[src/verilog/shc_pkg.sv]
package shc_pkg;
	localparam int ADDR_W = 12;
	localparam int DATA_W = 32;
	localparam int TMR_W = 32;

	// register byte offsets
	localparam logic [ADDR_W-1:0] OFF_LINK_STAT = 12'h078;
	localparam logic [ADDR_W-1:0] OFF_SLOT = 12'h080;
	localparam logic [ADDR_W-1:0] OFF_HP_CFG = 12'h1E0;

	// field positions
	localparam int BIT_DLL_ACTIVE = 29;
	localparam int CT_EN_LO = 0;
	localparam int CT_ABP_EN = 0;
	localparam int CT_MRL_EN = 2;
	localparam int CT_PDC_EN = 3;
	localparam int CT_CC_EN = 4;
	localparam int CT_HPI_EN = 5;
	localparam int CT_IND_LO = 8;
	localparam int CT_PPC = 10;
	localparam int ST_ABP = 16;
	localparam int ST_MRLC = 18;
	localparam int ST_PDC = 19;
	localparam int ST_CC = 20;
	localparam int ST_MRLS = 21;
	localparam int ST_PDS = 22;
	localparam int CFG_TPEPV_LO = 3;

	// writable enables; bit 1 has no source here
	localparam logic [5:0] CT_EN_MASK = 6'h3D;
	localparam logic [5:0] CT_EN_RST = 6'h00;
	localparam logic CT_PPC_RST = 1'b1;
	localparam logic [1:0] CFG_TPEPV_RST = 2'h0;

	// indicator codes
	localparam logic [1:0] IND_OFF = 2'h0;
	localparam logic [1:0] IND_ON = 2'h1;
	localparam logic [1:0] IND_BLINK = 2'h2;

	// hot plug capable ports
	localparam int HP_PORT_A = 1;
	localparam int HP_PORT_B = 8;
	localparam int HP_PORT_C = 9;

	// timing
	localparam int CLK_MHZ = 100;
	localparam int DEBOUNCE_MS = 10;
	localparam int TPEPV_MS = 16;
	localparam int TPEPV_ALT_MS = 32;
	localparam int TPVPERL_MS = 100;
	localparam int STEP_US = 100;
	localparam int OFF_WAIT_MS = 256;
	localparam int BLINK_MS = 500;
	localparam int DEBOUNCE_CYC_DEF = DEBOUNCE_MS * 1000 * CLK_MHZ;
	localparam int TPEPV_CYC_DEF = TPEPV_MS * 1000 * CLK_MHZ;
	localparam int TPEPV_ALT_CYC_DEF = TPEPV_ALT_MS * 1000 * CLK_MHZ;
	localparam int TPVPERL_CYC_DEF = TPVPERL_MS * 1000 * CLK_MHZ;
	localparam int STEP_CYC_DEF = STEP_US * CLK_MHZ;
	localparam int OFF_WAIT_CYC_DEF = OFF_WAIT_MS * 1000 * CLK_MHZ;
	localparam int BLINK_CYC_DEF = BLINK_MS * 1000 * CLK_MHZ;

	typedef enum logic [6:0] {
		SEQ_OFF = 7'b000_0001,
		SEQ_UP_PWR = 7'b000_0010,
		SEQ_UP_CLK = 7'b000_0100,
		SEQ_ON = 7'b000_1000,
		SEQ_DN_RST = 7'b001_0000,
		SEQ_DN_CLK = 7'b010_0000,
		SEQ_DN_WAIT = 7'b100_0000
	} shc_seq_t;
endpackage : shc_pkg

[src/verilog/shc_top.sv]
// Contract
// - controller active only on ports 1, 8, 9 configured downstream
// - insertion sets presence state and changed; removal clears state, sets changed
// - latch state bit reads 0 closed, 1 open
// - any latch state change sets latch changed flag
// - latch change raises interrupt message when enabled
// - attention button press sets pressed flag
// - button press raises interrupt message when enabled
// - deassert message sent once the causing flag is cleared
// - blink request stores 10b, sets command completed, interrupts if enabled
// - power control cleared powers slot; completed after power-to-valid delay
// - power-on completion raises interrupt when enabled
// - indicator on request stores 01b, completes, asserts interrupt if enabled
// - link active flag reported at 78h bit 29
// - power-off completes 256 ms after slot power removed
// - power-off completion raises interrupt when enabled
// - indicator off request stores 00b and sets command completed
// - latch and button levels taken only after 10 ms stable
// - power enable, then refclk after power-to-valid delay, 16 ms default
// - power-down: reset, refclk off 100 us later, power off 100 us later
module shc_top
	import shc_pkg::*;
#(
	parameter int unsigned PORT_NUM = HP_PORT_A,
	parameter int unsigned DEBOUNCE_CYC = DEBOUNCE_CYC_DEF,
	parameter int unsigned TPEPV_CYC = TPEPV_CYC_DEF,
	parameter int unsigned TPEPV_ALT_CYC = TPEPV_ALT_CYC_DEF,
	parameter int unsigned TPVPERL_CYC = TPVPERL_CYC_DEF,
	parameter int unsigned STEP_CYC = STEP_CYC_DEF,
	parameter int unsigned OFF_WAIT_CYC = OFF_WAIT_CYC_DEF,
	parameter int unsigned BLINK_CYC = BLINK_CYC_DEF
) (
	input wire logic core_clk_i,
	input wire logic sys_rst_i,
	input wire logic port_downstream_i,
	input wire logic [ADDR_W-1:0] reg_addr_i,
	input wire logic [DATA_W-1:0] reg_wdata_i,
	input wire logic reg_wr_i,
	input wire logic reg_rd_i,
	output logic [DATA_W-1:0] reg_rdata_o,
	input wire logic slot_present_n_i,
	input wire logic slot_latch_sense_n_i,
	input wire logic slot_button_n_i,
	input wire logic link_active_i,
	output logic slot_power_on_n_o,
	output logic slot_refclk_on_n_o,
	output logic slot_reset_n_o,
	output logic slot_power_lamp_n_o,
	output logic intx_assert_o,
	output logic intx_deassert_o
);
	localparam bit HP_CAPABLE = PORT_NUM == HP_PORT_A || PORT_NUM == HP_PORT_B
		|| PORT_NUM == HP_PORT_C;
	localparam int CH_PRES = 0;
	localparam int CH_LATCH = 1;
	localparam int CH_BTN = 2;

	if (TPEPV_CYC == 0 || TPEPV_ALT_CYC == 0 || TPVPERL_CYC == 0 || STEP_CYC == 0
		|| OFF_WAIT_CYC == 0 || BLINK_CYC == 0) begin : g_chk
		$error("shc_top: every delay count must be nonzero");
	end

	logic strap_taken_q;
	logic hp_en_q;
	logic [2:0] pins;
	logic [2:0] lvl;
	logic [2:0] lvl_prev_q;
	logic pres_evt;
	logic latch_evt;
	logic btn_evt;
	logic [5:0] ctrl_en_q;
	logic [1:0] ind_q;
	logic ppc_q;
	logic [1:0] cfg_tpepv_q;
	logic abp_q;
	logic mrlc_q;
	logic pdc_q;
	logic cc_q;
	logic slot_wr;
	logic cfg_wr;
	logic seq_idle;
	logic cmd_ok;
	logic [1:0] ind_new;
	logic ind_cmd;
	logic pwr_cmd;
	logic ind_done_q;
	logic seq_done_q;
	shc_seq_t seq_q;
	logic tmr_load_q;
	logic [TMR_W-1:0] tmr_val_q;
	logic tmr_done;
	logic [TMR_W-1:0] tpepv_cyc;
	logic irq_pend;
	logic irq_pend_q;
	logic [TMR_W-1:0] blink_cnt_q;
	logic blink_ph_q;
	logic [DATA_W-1:0] rd_slot;
	logic [DATA_W-1:0] rd_link;
	logic [DATA_W-1:0] rd_cfg;

	// port role taken once after reset release
	always_ff @(posedge core_clk_i)
	begin
		if (sys_rst_i)
		begin
			strap_taken_q <= 1'b0;
			hp_en_q <= 1'b0;
		end
		else if (!strap_taken_q)
		begin
			strap_taken_q <= 1'b1;
			hp_en_q <= HP_CAPABLE && port_downstream_i;
		end
	end

	assign pins = {slot_button_n_i, slot_latch_sense_n_i, slot_present_n_i};

	for (genvar i = 0; i < 3; i++) begin : g_deb
		shc_debounce #(
			.STABLE_CYC(DEBOUNCE_CYC),
			.RESET_LEVEL(1'b1)
		) u_deb (
			.core_clk_i(core_clk_i),
			.sys_rst_i(sys_rst_i),
			.pin_i(pins[i]),
			.level_o(lvl[i])
		);
	end

	always_ff @(posedge core_clk_i)
	begin
		if (sys_rst_i)
			lvl_prev_q <= 3'h7;
		else
			lvl_prev_q <= lvl;
	end

	assign pres_evt = hp_en_q && lvl[CH_PRES] != lvl_prev_q[CH_PRES];
	assign latch_evt = hp_en_q && lvl[CH_LATCH] != lvl_prev_q[CH_LATCH];
	assign btn_evt = hp_en_q && !lvl[CH_BTN] && lvl_prev_q[CH_BTN];

	assign slot_wr = reg_wr_i && reg_addr_i == OFF_SLOT;
	assign cfg_wr = reg_wr_i && reg_addr_i == OFF_HP_CFG;
	assign seq_idle = seq_q == SEQ_OFF || seq_q == SEQ_ON;
	assign cmd_ok = hp_en_q && !cc_q && seq_idle;
	assign ind_new = reg_wdata_i[CT_IND_LO +: 2];
	assign ind_cmd = slot_wr && cmd_ok && ind_new != ind_q;
	assign pwr_cmd = slot_wr && cmd_ok && reg_wdata_i[CT_PPC] != ppc_q;

	always_ff @(posedge core_clk_i)
	begin
		if (sys_rst_i)
			ctrl_en_q <= CT_EN_RST;
		else if (slot_wr)
			ctrl_en_q <= reg_wdata_i[CT_EN_LO +: 6] & CT_EN_MASK;
	end

	always_ff @(posedge core_clk_i)
	begin
		if (sys_rst_i)
			cfg_tpepv_q <= CFG_TPEPV_RST;
		else if (cfg_wr)
			cfg_tpepv_q <= reg_wdata_i[CFG_TPEPV_LO +: 2];
	end

	// indicator field holds the code of the last accepted command
	always_ff @(posedge core_clk_i)
	begin
		if (sys_rst_i)
			ind_q <= IND_OFF;
		else if (ind_cmd)
			ind_q <= ind_new;
	end

	always_ff @(posedge core_clk_i)
	begin
		if (sys_rst_i)
			ppc_q <= CT_PPC_RST;
		else if (pwr_cmd)
			ppc_q <= reg_wdata_i[CT_PPC];
	end

	// indicator-only commands complete on the next edge
	always_ff @(posedge core_clk_i)
	begin
		if (sys_rst_i)
			ind_done_q <= 1'b0;
		else
			ind_done_q <= ind_cmd && !pwr_cmd;
	end

	// status flags: hardware set wins over a same-cycle clear
	always_ff @(posedge core_clk_i)
	begin
		if (sys_rst_i)
			pdc_q <= 1'b0;
		else if (pres_evt)
			pdc_q <= 1'b1;
		else if (slot_wr && reg_wdata_i[ST_PDC])
			pdc_q <= 1'b0;
	end

	always_ff @(posedge core_clk_i)
	begin
		if (sys_rst_i)
			mrlc_q <= 1'b0;
		else if (latch_evt)
			mrlc_q <= 1'b1;
		else if (slot_wr && reg_wdata_i[ST_MRLC])
			mrlc_q <= 1'b0;
	end

	always_ff @(posedge core_clk_i)
	begin
		if (sys_rst_i)
			abp_q <= 1'b0;
		else if (btn_evt)
			abp_q <= 1'b1;
		else if (slot_wr && reg_wdata_i[ST_ABP])
			abp_q <= 1'b0;
	end

	always_ff @(posedge core_clk_i)
	begin
		if (sys_rst_i)
			cc_q <= 1'b0;
		else if (ind_done_q || seq_done_q)
			cc_q <= 1'b1;
		else if (slot_wr && reg_wdata_i[ST_CC])
			cc_q <= 1'b0;
	end

	assign tpepv_cyc = cfg_tpepv_q == CFG_TPEPV_RST ? TMR_W'(TPEPV_CYC)
		: TMR_W'(TPEPV_ALT_CYC);

	shc_timer u_tmr (
		.core_clk_i(core_clk_i),
		.sys_rst_i(sys_rst_i),
		.load_i(tmr_load_q),
		.value_i(tmr_val_q),
		.done_o(tmr_done)
	);

	// slot power sequencer; pins are active low
	always_ff @(posedge core_clk_i)
	begin
		if (sys_rst_i)
		begin
			seq_q <= SEQ_OFF;
			seq_done_q <= 1'b0;
			tmr_load_q <= 1'b0;
			tmr_val_q <= '0;
			slot_power_on_n_o <= 1'b1;
			slot_refclk_on_n_o <= 1'b1;
			slot_reset_n_o <= 1'b0;
		end
		else
		begin
			seq_done_q <= 1'b0;
			tmr_load_q <= 1'b0;
			unique case (seq_q)
				SEQ_OFF:
					if (pwr_cmd && !reg_wdata_i[CT_PPC])
					begin
						slot_power_on_n_o <= 1'b0;
						tmr_load_q <= 1'b1;
						tmr_val_q <= tpepv_cyc;
						seq_q <= SEQ_UP_PWR;
					end
				SEQ_UP_PWR:
					if (tmr_done)
					begin
						slot_refclk_on_n_o <= 1'b0;
						seq_done_q <= 1'b1;
						tmr_load_q <= 1'b1;
						tmr_val_q <= TMR_W'(TPVPERL_CYC);
						seq_q <= SEQ_UP_CLK;
					end
				SEQ_UP_CLK:
					if (tmr_done)
					begin
						slot_reset_n_o <= 1'b1;
						seq_q <= SEQ_ON;
					end
				SEQ_ON:
					if (pwr_cmd && reg_wdata_i[CT_PPC])
					begin
						slot_reset_n_o <= 1'b0;
						tmr_load_q <= 1'b1;
						tmr_val_q <= TMR_W'(STEP_CYC);
						seq_q <= SEQ_DN_RST;
					end
				SEQ_DN_RST:
					if (tmr_done)
					begin
						slot_refclk_on_n_o <= 1'b1;
						tmr_load_q <= 1'b1;
						tmr_val_q <= TMR_W'(STEP_CYC);
						seq_q <= SEQ_DN_CLK;
					end
				SEQ_DN_CLK:
					if (tmr_done)
					begin
						slot_power_on_n_o <= 1'b1;
						tmr_load_q <= 1'b1;
						tmr_val_q <= TMR_W'(OFF_WAIT_CYC);
						seq_q <= SEQ_DN_WAIT;
					end
				SEQ_DN_WAIT:
					if (tmr_done)
					begin
						seq_done_q <= 1'b1;
						seq_q <= SEQ_OFF;
					end
				default:
					seq_q <= SEQ_OFF;
			endcase
		end
	end

	// level interrupt turned into assert and deassert messages
	assign irq_pend = ctrl_en_q[CT_HPI_EN] && (
		(pdc_q && ctrl_en_q[CT_PDC_EN])
		|| (mrlc_q && ctrl_en_q[CT_MRL_EN])
		|| (abp_q && ctrl_en_q[CT_ABP_EN])
		|| (cc_q && ctrl_en_q[CT_CC_EN]));

	always_ff @(posedge core_clk_i)
	begin
		if (sys_rst_i)
		begin
			irq_pend_q <= 1'b0;
			intx_assert_o <= 1'b0;
			intx_deassert_o <= 1'b0;
		end
		else
		begin
			irq_pend_q <= irq_pend;
			intx_assert_o <= irq_pend && !irq_pend_q;
			intx_deassert_o <= !irq_pend && irq_pend_q;
		end
	end

	always_ff @(posedge core_clk_i)
	begin
		if (sys_rst_i || ind_q != IND_BLINK)
		begin
			blink_cnt_q <= '0;
			blink_ph_q <= 1'b0;
		end
		else if (blink_cnt_q == TMR_W'(BLINK_CYC - 1))
		begin
			blink_cnt_q <= '0;
			blink_ph_q <= !blink_ph_q;
		end
		else
			blink_cnt_q <= blink_cnt_q + 1'b1;
	end

	always_ff @(posedge core_clk_i)
	begin
		if (sys_rst_i)
			slot_power_lamp_n_o <= 1'b1;
		else if (ind_q == IND_ON)
			slot_power_lamp_n_o <= 1'b0;
		else if (ind_q == IND_BLINK)
			slot_power_lamp_n_o <= blink_ph_q;
		else
			slot_power_lamp_n_o <= 1'b1;
	end

	always_comb
	begin
		rd_slot = '0;
		rd_slot[CT_EN_LO +: 6] = ctrl_en_q;
		rd_slot[CT_IND_LO +: 2] = ind_q;
		rd_slot[CT_PPC] = ppc_q;
		rd_slot[ST_ABP] = abp_q;
		rd_slot[ST_MRLC] = mrlc_q;
		rd_slot[ST_PDC] = pdc_q;
		rd_slot[ST_CC] = cc_q;
		rd_slot[ST_MRLS] = lvl[CH_LATCH];
		rd_slot[ST_PDS] = !lvl[CH_PRES];
		rd_link = '0;
		rd_link[BIT_DLL_ACTIVE] = link_active_i;
		rd_cfg = '0;
		rd_cfg[CFG_TPEPV_LO +: 2] = cfg_tpepv_q;
	end

	// read data stand only in the cycle after the strobe
	always_ff @(posedge core_clk_i)
	begin
		if (sys_rst_i || !reg_rd_i)
			reg_rdata_o <= '0;
		else if (reg_addr_i == OFF_SLOT)
			reg_rdata_o <= rd_slot;
		else if (reg_addr_i == OFF_LINK_STAT)
			reg_rdata_o <= rd_link;
		else if (reg_addr_i == OFF_HP_CFG)
			reg_rdata_o <= rd_cfg;
		else
			reg_rdata_o <= '0;
	end
endmodule : shc_top

[src/verilog/shc_debounce.sv]
module shc_debounce
	import shc_pkg::*;
#(
	parameter int unsigned STABLE_CYC = DEBOUNCE_CYC_DEF,
	parameter logic RESET_LEVEL = 1'b1
) (
	input wire logic core_clk_i,
	input wire logic sys_rst_i,
	input wire logic pin_i,
	output logic level_o
);
	logic [2:0] sync_q;
	logic [TMR_W-1:0] cnt_q;

	if (STABLE_CYC == 0) begin : g_chk
		$error("shc_debounce: STABLE_CYC must be nonzero");
	end

	always_ff @(posedge core_clk_i)
	begin
		if (sys_rst_i)
			sync_q <= {3{RESET_LEVEL}};
		else
			sync_q <= {sync_q[1:0], pin_i};
	end

	// new level is taken only after it held for the whole window
	always_ff @(posedge core_clk_i)
	begin
		if (sys_rst_i)
		begin
			cnt_q <= '0;
			level_o <= RESET_LEVEL;
		end
		else if (sync_q[1] == sync_q[2] && sync_q[2] != level_o)
		begin
			if (cnt_q == TMR_W'(STABLE_CYC - 1))
			begin
				cnt_q <= '0;
				level_o <= sync_q[2];
			end
			else
				cnt_q <= cnt_q + 1'b1;
		end
		else
			cnt_q <= '0;
	end
endmodule : shc_debounce

[src/verilog/shc_timer.sv]
module shc_timer
	import shc_pkg::*;
(
	input wire logic core_clk_i,
	input wire logic sys_rst_i,
	input wire logic load_i,
	input wire logic [TMR_W-1:0] value_i,
	output logic done_o
);
	logic [TMR_W-1:0] cnt_q;

	always_ff @(posedge core_clk_i)
	begin
		if (sys_rst_i)
			cnt_q <= '0;
		else if (load_i)
			cnt_q <= value_i;
		else if (cnt_q != '0)
			cnt_q <= cnt_q - 1'b1;
	end

	// one-cycle pulse as the count runs out
	always_ff @(posedge core_clk_i)
	begin
		if (sys_rst_i)
			done_o <= 1'b0;
		else
			done_o <= !load_i && cnt_q == TMR_W'(1);
	end
endmodule : shc_timer

[config.mk]
export PLATFORM = sky130hd
export DESIGN_NAME = shc_top
export DESIGN_NICKNAME = d
export VERILOG_FILES = /design/src/verilog/shc_pkg.sv /design/src/verilog/shc_top.sv /design/src/verilog/shc_debounce.sv /design/src/verilog/shc_timer.sv
export SDC_FILE = /design/constraint.sdc
export NUM_CORES = 1
export LEC_CHECK = 0
export BUFFER_PORTS_ARGS = -buffer_cell sky130_fd_sc_hd__buf_2
export CAP_MARGIN = 20
export CORE_AREA = 2 2 159 145
export CTS_CLUSTER_SIZE = 25
export DETAILED_ROUTE_END_ITERATION = 8
export DIE_AREA = 0 0 161 147
export PLACE_DENSITY_LB_ADDON = 0.25
export SYNTH_ARGS = -nofsm -noshare
export SYNTH_HDL_FRONTEND = slang
export SYNTH_SLANG_ARGS = --single-unit
[constraint.sdc]
create_clock -name core_clk_i -period 5.15 [get_ports core_clk_i]
set_input_delay 1.03 -clock core_clk_i [delete_from_list [all_inputs] [get_ports core_clk_i]]
set_output_delay 1.03 -clock core_clk_i [all_outputs]
set_load 0.02 [all_outputs]
==> results of run 1 <==
==> sequential cells by signal, indices dropped and copies added (netlist names), 2 cells and up <==
signal / count
g_deb.u_deb.sync_q: 9
reg_rdata_o: 15
g_deb.u_deb.level_o: 3
cfg_tpepv_q: 2
u_tmr.cnt_q: 32
tmr_val_q: 14
blink_cnt_q: 32
ind_q: 2
g_deb.u_deb.cnt_q: 96
ctrl_en_q: 5
seq_q: 7
lvl_prev_q: 3
==> layer usage <==
| layer | up-vias | part of all wire |
|---|---|---|
| li1 | 4462 | - |
| met4 | 2 | 0.021 |
| met1 | 4058 | 0.50 |
| met5 | - | 0.00056 |
| met3 | 29 | 0.044 |
| met2 | 145 | 0.44 |
==> final timing paths <==
| check | start | end | slack [ns] | depth (start not counted) |
|---|---|---|---|---|
| worst max-delay path | u_tmr.cnt_q[0] | u_tmr.cnt_q[4] | 2.12 | 7 |
| worst min-delay path | g_deb[1].u_deb.sync_q[0] | g_deb[1].u_deb.sync_q[1] | 0.40 | 1 |
| worst max register to register | u_tmr.cnt_q[0] | u_tmr.cnt_q[4] | 2.12 | 7 |
| worst min register to register | g_deb[1].u_deb.sync_q[0] | g_deb[1].u_deb.sync_q[1] | 0.40 | 1 |
==> power by group through the flow <==
stage / Clock, mW / Sequential (mW) / Combinational [mW]
final: 1.89 / 2.07 / 0.961
after global placement: 0 / 2.10 / 0.920
after detailed placement: 0 / 2.10 / 0.947
after global routing: 2.01 / 2.09 / 1.07
after CTS: 1.94 / 2.06 / 0.955
after floorplan: 0 / 2.08 / 0.768
==> synth_stat cells (4+ instances only) <==
cell type,n
sky130_fd_sc_hd__clkbuf_1,56
sky130_fd_sc_hd__buf_1,4
sky130_fd_sc_hd__o21a_1,4
sky130_fd_sc_hd__and4_1,22
sky130_fd_sc_hd__or4_1,12
sky130_fd_sc_hd__or3_1,22
sky130_fd_sc_hd__nand4_1,44
sky130_fd_sc_hd__nor4_1,44
sky130_fd_sc_hd__mux2i_1,25
sky130_fd_sc_hd__o31ai_1,6
sky130_fd_sc_hd__nand4b_1,6
sky130_fd_sc_hd__o21ai_0,28
sky130_fd_sc_hd__mux2_2,5
sky130_fd_sc_hd__and3_1,21
sky130_fd_sc_hd__and2_1,19
sky130_fd_sc_hd__nor2_1,188
sky130_fd_sc_hd__nor4b_1,10
sky130_fd_sc_hd__a31oi_1,7
sky130_fd_sc_hd__nand3_1,62
sky130_fd_sc_hd__dfxtp_1,239
sky130_fd_sc_hd__nand2_1,85
sky130_fd_sc_hd__xor2_1,47
sky130_fd_sc_hd__a22o_1,4
sky130_fd_sc_hd__xnor2_1,90
sky130_fd_sc_hd__nor2b_1,11
sky130_fd_sc_hd__buf_4,17
sky130_fd_sc_hd__nand2b_1,7
sky130_fd_sc_hd__o31a_1,4
sky130_fd_sc_hd__or2_2,15
sky130_fd_sc_hd__buf_2,4
sky130_fd_sc_hd__a21oi_1,35
sky130_fd_sc_hd__inv_1,26
sky130_fd_sc_hd__nor3_1,43
sky130_fd_sc_hd__ha_1,7
sky130_fd_sc_hd__nor3b_1,6
==> metrics by stage <==
stage | std cells | hold WS, ns | total power, mW | worst slack, ns
final | 1608 | 0.403 | 4.92 | 2.12
after global routing | 1607 | 0.426 | 5.17 | 1.90
after CTS | 1606 | 0.402 | 4.96 | 2.13
after detailed placement | 1562 | 0.392 | 3.05 | 1.65
after global placement | 1562 | 0.407 | 3.02 | 1.66
after floorplan | 1285 | 0.389 | 2.84 | 2.19
==> area by class of cell <==
class | instances | area, um2
multi-input combinational | 938 | 5690
timing repair buffer | 62 | 353
clock inverter | 9 | 145
tap | 297 | 372
fill | 2072 | 9950
sequential | 239 | 4780
antenna | 1 | 2.50
inverter | 27 | 101
clock buffer | 35 | 723
==> worst max-delay path, cell delays in order (launching register included) <==
cell                      delay, ns
sky130_fd_sc_hd__dfxtp_1       0.34
sky130_fd_sc_hd__inv_1         0.12
sky130_fd_sc_hd__ha_1          0.15
sky130_fd_sc_hd__or4b_2        0.59
sky130_fd_sc_hd__nor3_2        0.45
sky130_fd_sc_hd__nand3_1       0.63
sky130_fd_sc_hd__and4_2        0.49
sky130_fd_sc_hd__nor3b_1       0.17
==> cells by family (layout without fill, tap and decap cells) <==
| kind of cell | Yosys count | count (layout) | synth area share |
|---|---|---|---|
| AO/OA/AOI/OAI | 115 | 115 | 0.0666 |
| other | 1 | 18 | 0.000344 |
| buffers and inverters | 108 | 133 | 0.0436 |
| AND/OR/NAND/NOR | 632 | 632 | 0.304 |
| adder cells (fa/ha/maj) | 7 | 7 | 0.00805 |
| flip-flops | 239 | 239 | 0.440 |
| XOR/XNOR | 137 | 137 | 0.110 |
| multiplexers | 30 | 30 | 0.0282 |
==> impl_summary.md, run 1 <==
Clock network
The maximum count of clock buffers along a single path is 3. The total CTS buffers is 25. The clock net in this run drives a total of 239 sinks.

The post-cts gate resize count is 0. The count of buffers added by post-CTS timing repair for setup is 0. The clock-pin slew of the registers on the worst-case setup and hold paths is 0.06 ns. CTS built an H-tree with a depth of 1. CTS placed an instance of sky130_fd_sc_hd__clkbuf_16 at the clock tree root. The hold buffer count at CTS is 0.

Clock latency on the worst-skew pair, taken at its later pin, is 0.52 ns. TritonCTS built the clock tree.

GRT
The first global-routing pass estimated 38700 um of wire. In the global route stage, met3 resource usage came out at 0.0344. Entering global routing, the biggest net connects 53 pins. The global routing stage identified its most utilized layer as met2.

The via count of the first global-routing pass is 7923. The total grt overflow is 0. The initial antenna violation count was 2. The aggregate global-route resource usage is 0.193. The met2 track demand over resource is 0.303. In the global route stage, met1 resource usage came out at 0.275.

STA
The hold violation total from the final report is 0. The fraction of the cycle the final worst path needs is 0.589. The worst path in the final design needs a cycle of 3.03 ns, including I/O delays and setup.

The fmax is 330 MHz. The worst setup skew after layout is 0.0160 ns. The number of slew-limit violations in the final report was 0. The accumulated negative setup slack is 0 ns. The number of setup violations in the final report is 0. Headroom to the max-slew limit came out at 0.268. Setup repair after global routing left no endpoint under its margin. At the pin with the least slew margin, the transition time is 1.10 ns.

Drt
The detailed router placed 8696 vias in this run. The routed design has 23200 um of wire. For this run, design rule violations remaining after detail routing come to 0. The final antenna-violating net count is 0. After the first detailed-routing iteration, the DRC count stood at 442. After detailed routing, the average wire length per cell comes to 14.4 um. The first TritonRoute pass finished after 7 iterations. Dividing the detail-routed via count by the number of cells gives 5.41.

Floorplanning
For this configuration, the core starts out at a cell density of 0.492. The die area is 23700 um2. The die height is 147 um. The cell row count is 52. The placeable core region is 22100 um2.

91 I/O pins were placed. The horizontal die dimension is 161 um.

Cells and area
The final non-filler cell area is 12200 um2. The library cell used most frequently in the layout, excluding fill and tap cells, is sky130_fd_sc_hd__dfxtp_1. The utilization of the core after routing is 0.550. The fraction of layout cells with a size suffix above 1 is 0.102. After the last flow step, the layout net total stands at 1353. The area growth from synthesis to layout is 11.8%. In the layout the commonest cells are sky130_fd_sc_hd__dfxtp_1 (239), sky130_fd_sc_hd__nor2_1 (188), sky130_fd_sc_hd__xnor2_1 (90).

Logic synthesis
The average cell area after synthesis is 8.58 um2. The synthesized area is 10900 um2. The leading register cell type out of synthesis is sky130_fd_sc_hd__dfxtp_1. During synthesis, Yosys emitted a total of 0 warnings. Of the synthesized area, sequential elements account for 0.440.

The cell taking the most area after synthesis is sky130_fd_sc_hd__dfxtp_1. After synthesis, the share of flip-flops with an asynchronous set or reset is 0. The share of the synthesized area in the top cell type is 0.440. In this run, synthesis inferred 0 flip-flops with an integrated enable. In this run, synthesis produced a sequential element count of 239. By area the synthesized netlist is led by sky130_fd_sc_hd__dfxtp_1 (44%), sky130_fd_sc_hd__xnor2_1 (7.2%), sky130_fd_sc_hd__nor2_1 (6.5%). The number of distinct library cell variants in the gate-level netlist after synthesis is 62. Counting every instance in the synthesized netlist gives 1269.

Setup path
The critical path required time is 5.59 ns. The critical path capture point type is a flip-flop. By startpoint and endpoint, the worst setup path is classified as reg -> reg. The kind of launch point of the worst setup path is a flip-flop.

The maximum fanout encountered on the critical timing path is 15. STA puts the critical path data arrival time at 3.47 ns.

Power and ir drop
The internal power component is 3.53 mW. The analysis attributes to net switching a power of 1.39 mW. The sequential fraction of design power is 0.420. The switching power as a share of total power is 0.283. The share of total power dissipated in combinational logic is 0.195. The cell area power density is 404 nW/um2. The leakage power total is 4.20 nW. Of the total power, the clock network draws 0.385.

The worst-case IR drop observed on VDD is 0.266 mV.

Placed design
The quantity of I/O buffers inserted on ports is 53. Routability-driven placement finished with a final weighted congestion of 0.861. Summing all placed instances gives a cell area of 11300 um2. The sum of net half-perimeters after detailed placement is 15600 um.

Min path
In this run the worst hold path is classified as reg -> reg.

Flow run
The max-capacitance violation count is 0.

Run status
The run finished with clean final reports.
No activity file was read; power rests on OpenSTA's default activity.
==> run 2: changes to the inputs <==
==> constraint.sdc (replaced) <==
create_clock -name core_clk_i -period 2.9 [get_ports core_clk_i]
set_input_delay 0.58 -clock core_clk_i [delete_from_list [all_inputs] [get_ports core_clk_i]]
set_output_delay 0.58 -clock core_clk_i [all_outputs]
set_load 0.02 [all_outputs]
==> impl_summary.md, run 2 (same netlist as run 1, synthesis figures left out) <==
Setup path
The endpoint arrival time on the critical path came to 3.02 ns (-0.45 ns). STA classifies the critical path endpoint as a flip-flop. STA classifies the critical path startpoint as a flip-flop.

The number of buffers and inverters on the critical path is 0 (-1). The most used cell along the critical path is sky130_fd_sc_hd__or4_1. The maximum fanout encountered on the critical timing path came to 8 (-7). The critical path in this run is classified as reg -> reg.

The worst stage delay on the critical path came to 0.68 ns (+0.05 ns). The slowest stage of the critical path is the sky130_fd_sc_hd__or4_1 cell. The critical path goes through or4_1 -> or3_4 -> a2111o_1 -> or4_1 -> a21oi_1. The critical path required time was 3.34 ns (-2.25 ns). Broken down by cell family, the worst path's largest delay share belongs to simple AND/OR/NAND/NOR gates.

Drt
The final antenna-violating net count is 0 (unchanged). The final wirelength was 22900 um (-1.4%). The detail-routed via count per cell is 5.31 (-1.7%). The starting DRC count in detailed routing is 558 (+26%). The via count of the routed design is 8690 (-0.069%). The number of detailed-route iterations in the first pass is 4 (-3).

The wire length per cell is 14.0 um (-3.0%). The detailed-route DRC error count was 0 (unchanged).

Clock network
The clock tree from TritonCTS is built. The hold buffer count at CTS came to 0 (unchanged). The clock-pin slew of the registers on the worst-case setup and hold paths was 0.06 ns (about the same).

The maximum count of clock buffers along a single path is 3 (unchanged). The latest clock arrival within the worst-skew pair is 0.52 ns (about the same). The total CTS buffers was 26 (+4.0%). In this run the clock root is driven by a sky130_fd_sc_hd__clkbuf_16. The count of buffers added by post-CTS timing repair for setup was 0 (unchanged). The CTS H-tree depth was 1 (unchanged). The post-cts gate resize count is 0 (unchanged). The sink count of the clock tree is 239 (unchanged).

Power and ir drop
The leakage power total is 4.30 nW (+2.4%). The cell area power density came to 714 nW/um2 (+77%). The largest voltage drop on the vdd net was 0.464 mV (+75%).

Floorplanning
The starting density of the core is 0.492 (unchanged). The placeable core region was 22100 um2 (unchanged). The die area came to 23700 um2 (unchanged).

The horizontal die dimension is 161 um (unchanged). The die height came to 147 um (unchanged). The cell row count is 52 (unchanged). The total I/O pin count is 91 (unchanged).

GRT
The largest net degree at the start of global routing is 47 (-11%). The total grt overflow is 0 (unchanged). The via count of the first global-routing pass is 8063 (+1.8%). The initial antenna violation count was 5 (+3). The wire length of the first global-routing pass is 38800 um (+0.37%). The aggregate global-route resource usage came to 0.193 (-0.000274).

STA
The accumulated negative setup slack is 0 ns (unchanged). The fmax is 388 MHz (+18%). The time the worst path needs with I/O delays and setup is 2.58 ns (-0.455 ns). The slew at the pin closest to its max-slew limit is 0.626 ns (-0.472 ns). The worst-case hold slack came to 0.240 ns (-0.163 ns). The hold violation total from the final report is 0 (unchanged). The worst setup skew after layout is 0.00751 ns (-0.00848 ns). The normalized max-slew margin is 0.582 (+0.314). The fraction of the cycle the final worst path needs is 0.889 (+0.300). The number of setup violations in the final report was 0 (unchanged). The number of slew-limit violations in the final report is 0 (unchanged).

Setup repair after global routing left no endpoint under its margin.

Cells and area
The fraction of layout cells with a size suffix above 1 was 0.119 (+0.0167). The utilization of the core after routing is 0.558 (+0.00730). In the layout the commonest cells are sky130_fd_sc_hd__dfxtp_1 (239), sky130_fd_sc_hd__nor2_1 (188), sky130_fd_sc_hd__xnor2_1 (90). The largest registers in the layout are g_deb.u_deb.cnt_q (96), blink_cnt_q (32), u_tmr.cnt_q (32). The most common cell after layout, fill and taps aside is sky130_fd_sc_hd__dfxtp_1. Ranked by flip-flop count, first place goes to g_deb.u_deb.cnt_q. From synthesis to final layout, the design area changed by 13.3%. The final cell count without fillers is 1635 (+1.7%). The number of nets in the finished design was 1377 (+1.8%).

The number of flip-flops in the largest register was 96 (unchanged).

Placed design
The final weighted congestion in routability-driven placement came to 0.858 (-0.37%). The quantity of I/O buffers inserted on ports is 53 (unchanged). The sum of net half-perimeters after detailed placement is 15800 um (+1.7%). The total placed cells including tap cells is 1586 (+1.5%).

Run status
The flow ran to the end, and the final reports show no timing, DRC or antenna violations.

Flow run
The max-capacitance violation count is 0 (unchanged).

Min path
In this run the worst hold path is classified as in -> reg.
-- run 2: where the power goes --
group          leakage [nW]  switching (mW)  internal [mW]
clock network         0.434            1.31           2.03
registers              1.93           0.198           3.48
logic                  1.93           0.976          0.824
total                  4.30            2.49           6.32
-- run 2: worst paths after layout --
kind	startpoint	end	slack, ns	depth (start not counted)
max	u_tmr.cnt_q[4]	u_tmr.cnt_q[29]	0.32	5
min	slot_latch_sense_n_i	g_deb[1].u_deb.sync_q[0]	0.24	2
max reg2reg	u_tmr.cnt_q[4]	u_tmr.cnt_q[29]	0.32	5
min reg2reg	g_deb[0].u_deb.sync_q[0]	g_deb[0].u_deb.sync_q[1]	0.41	1
-- run 2: stage by stage --
stage / setup slack [ns] / total power, mW / instance area, um2
floorplan: 0.393 / 5.05 / 10900
global placement: 0.310 / 5.50 / 11500
detailed placement: 0.257 / 5.53 / 11500
CTS: 0.328 / 8.90 / 12300
global route: 0.140 / 9.31 / 12300
finish: 0.321 / 8.81 / 12300
-- run 2: layout make-up --
| cell class | count | area, um2 |
|---|---|---|
| Antenna cell | 2 | 5.00 |
| Clock buffer | 38 | 777 |
| Clock inverter | 9 | 97.6 |
| Fill cell | 2034 | 9790 |
| Inverter | 27 | 101 |
| Multi-Input combinational cell | 938 | 5690 |
| Sequential cell | 239 | 4780 |
| Tap cell | 297 | 372 |
| Timing Repair Buffer | 85 | 505 |
-- run 2: layer usage --
metal	share of wire	global-route usage
met1	0.50	0.276
met2	0.43	0.295
met3	0.047	0.0387
met4	0.024	0.0549
met5	0.0010	0
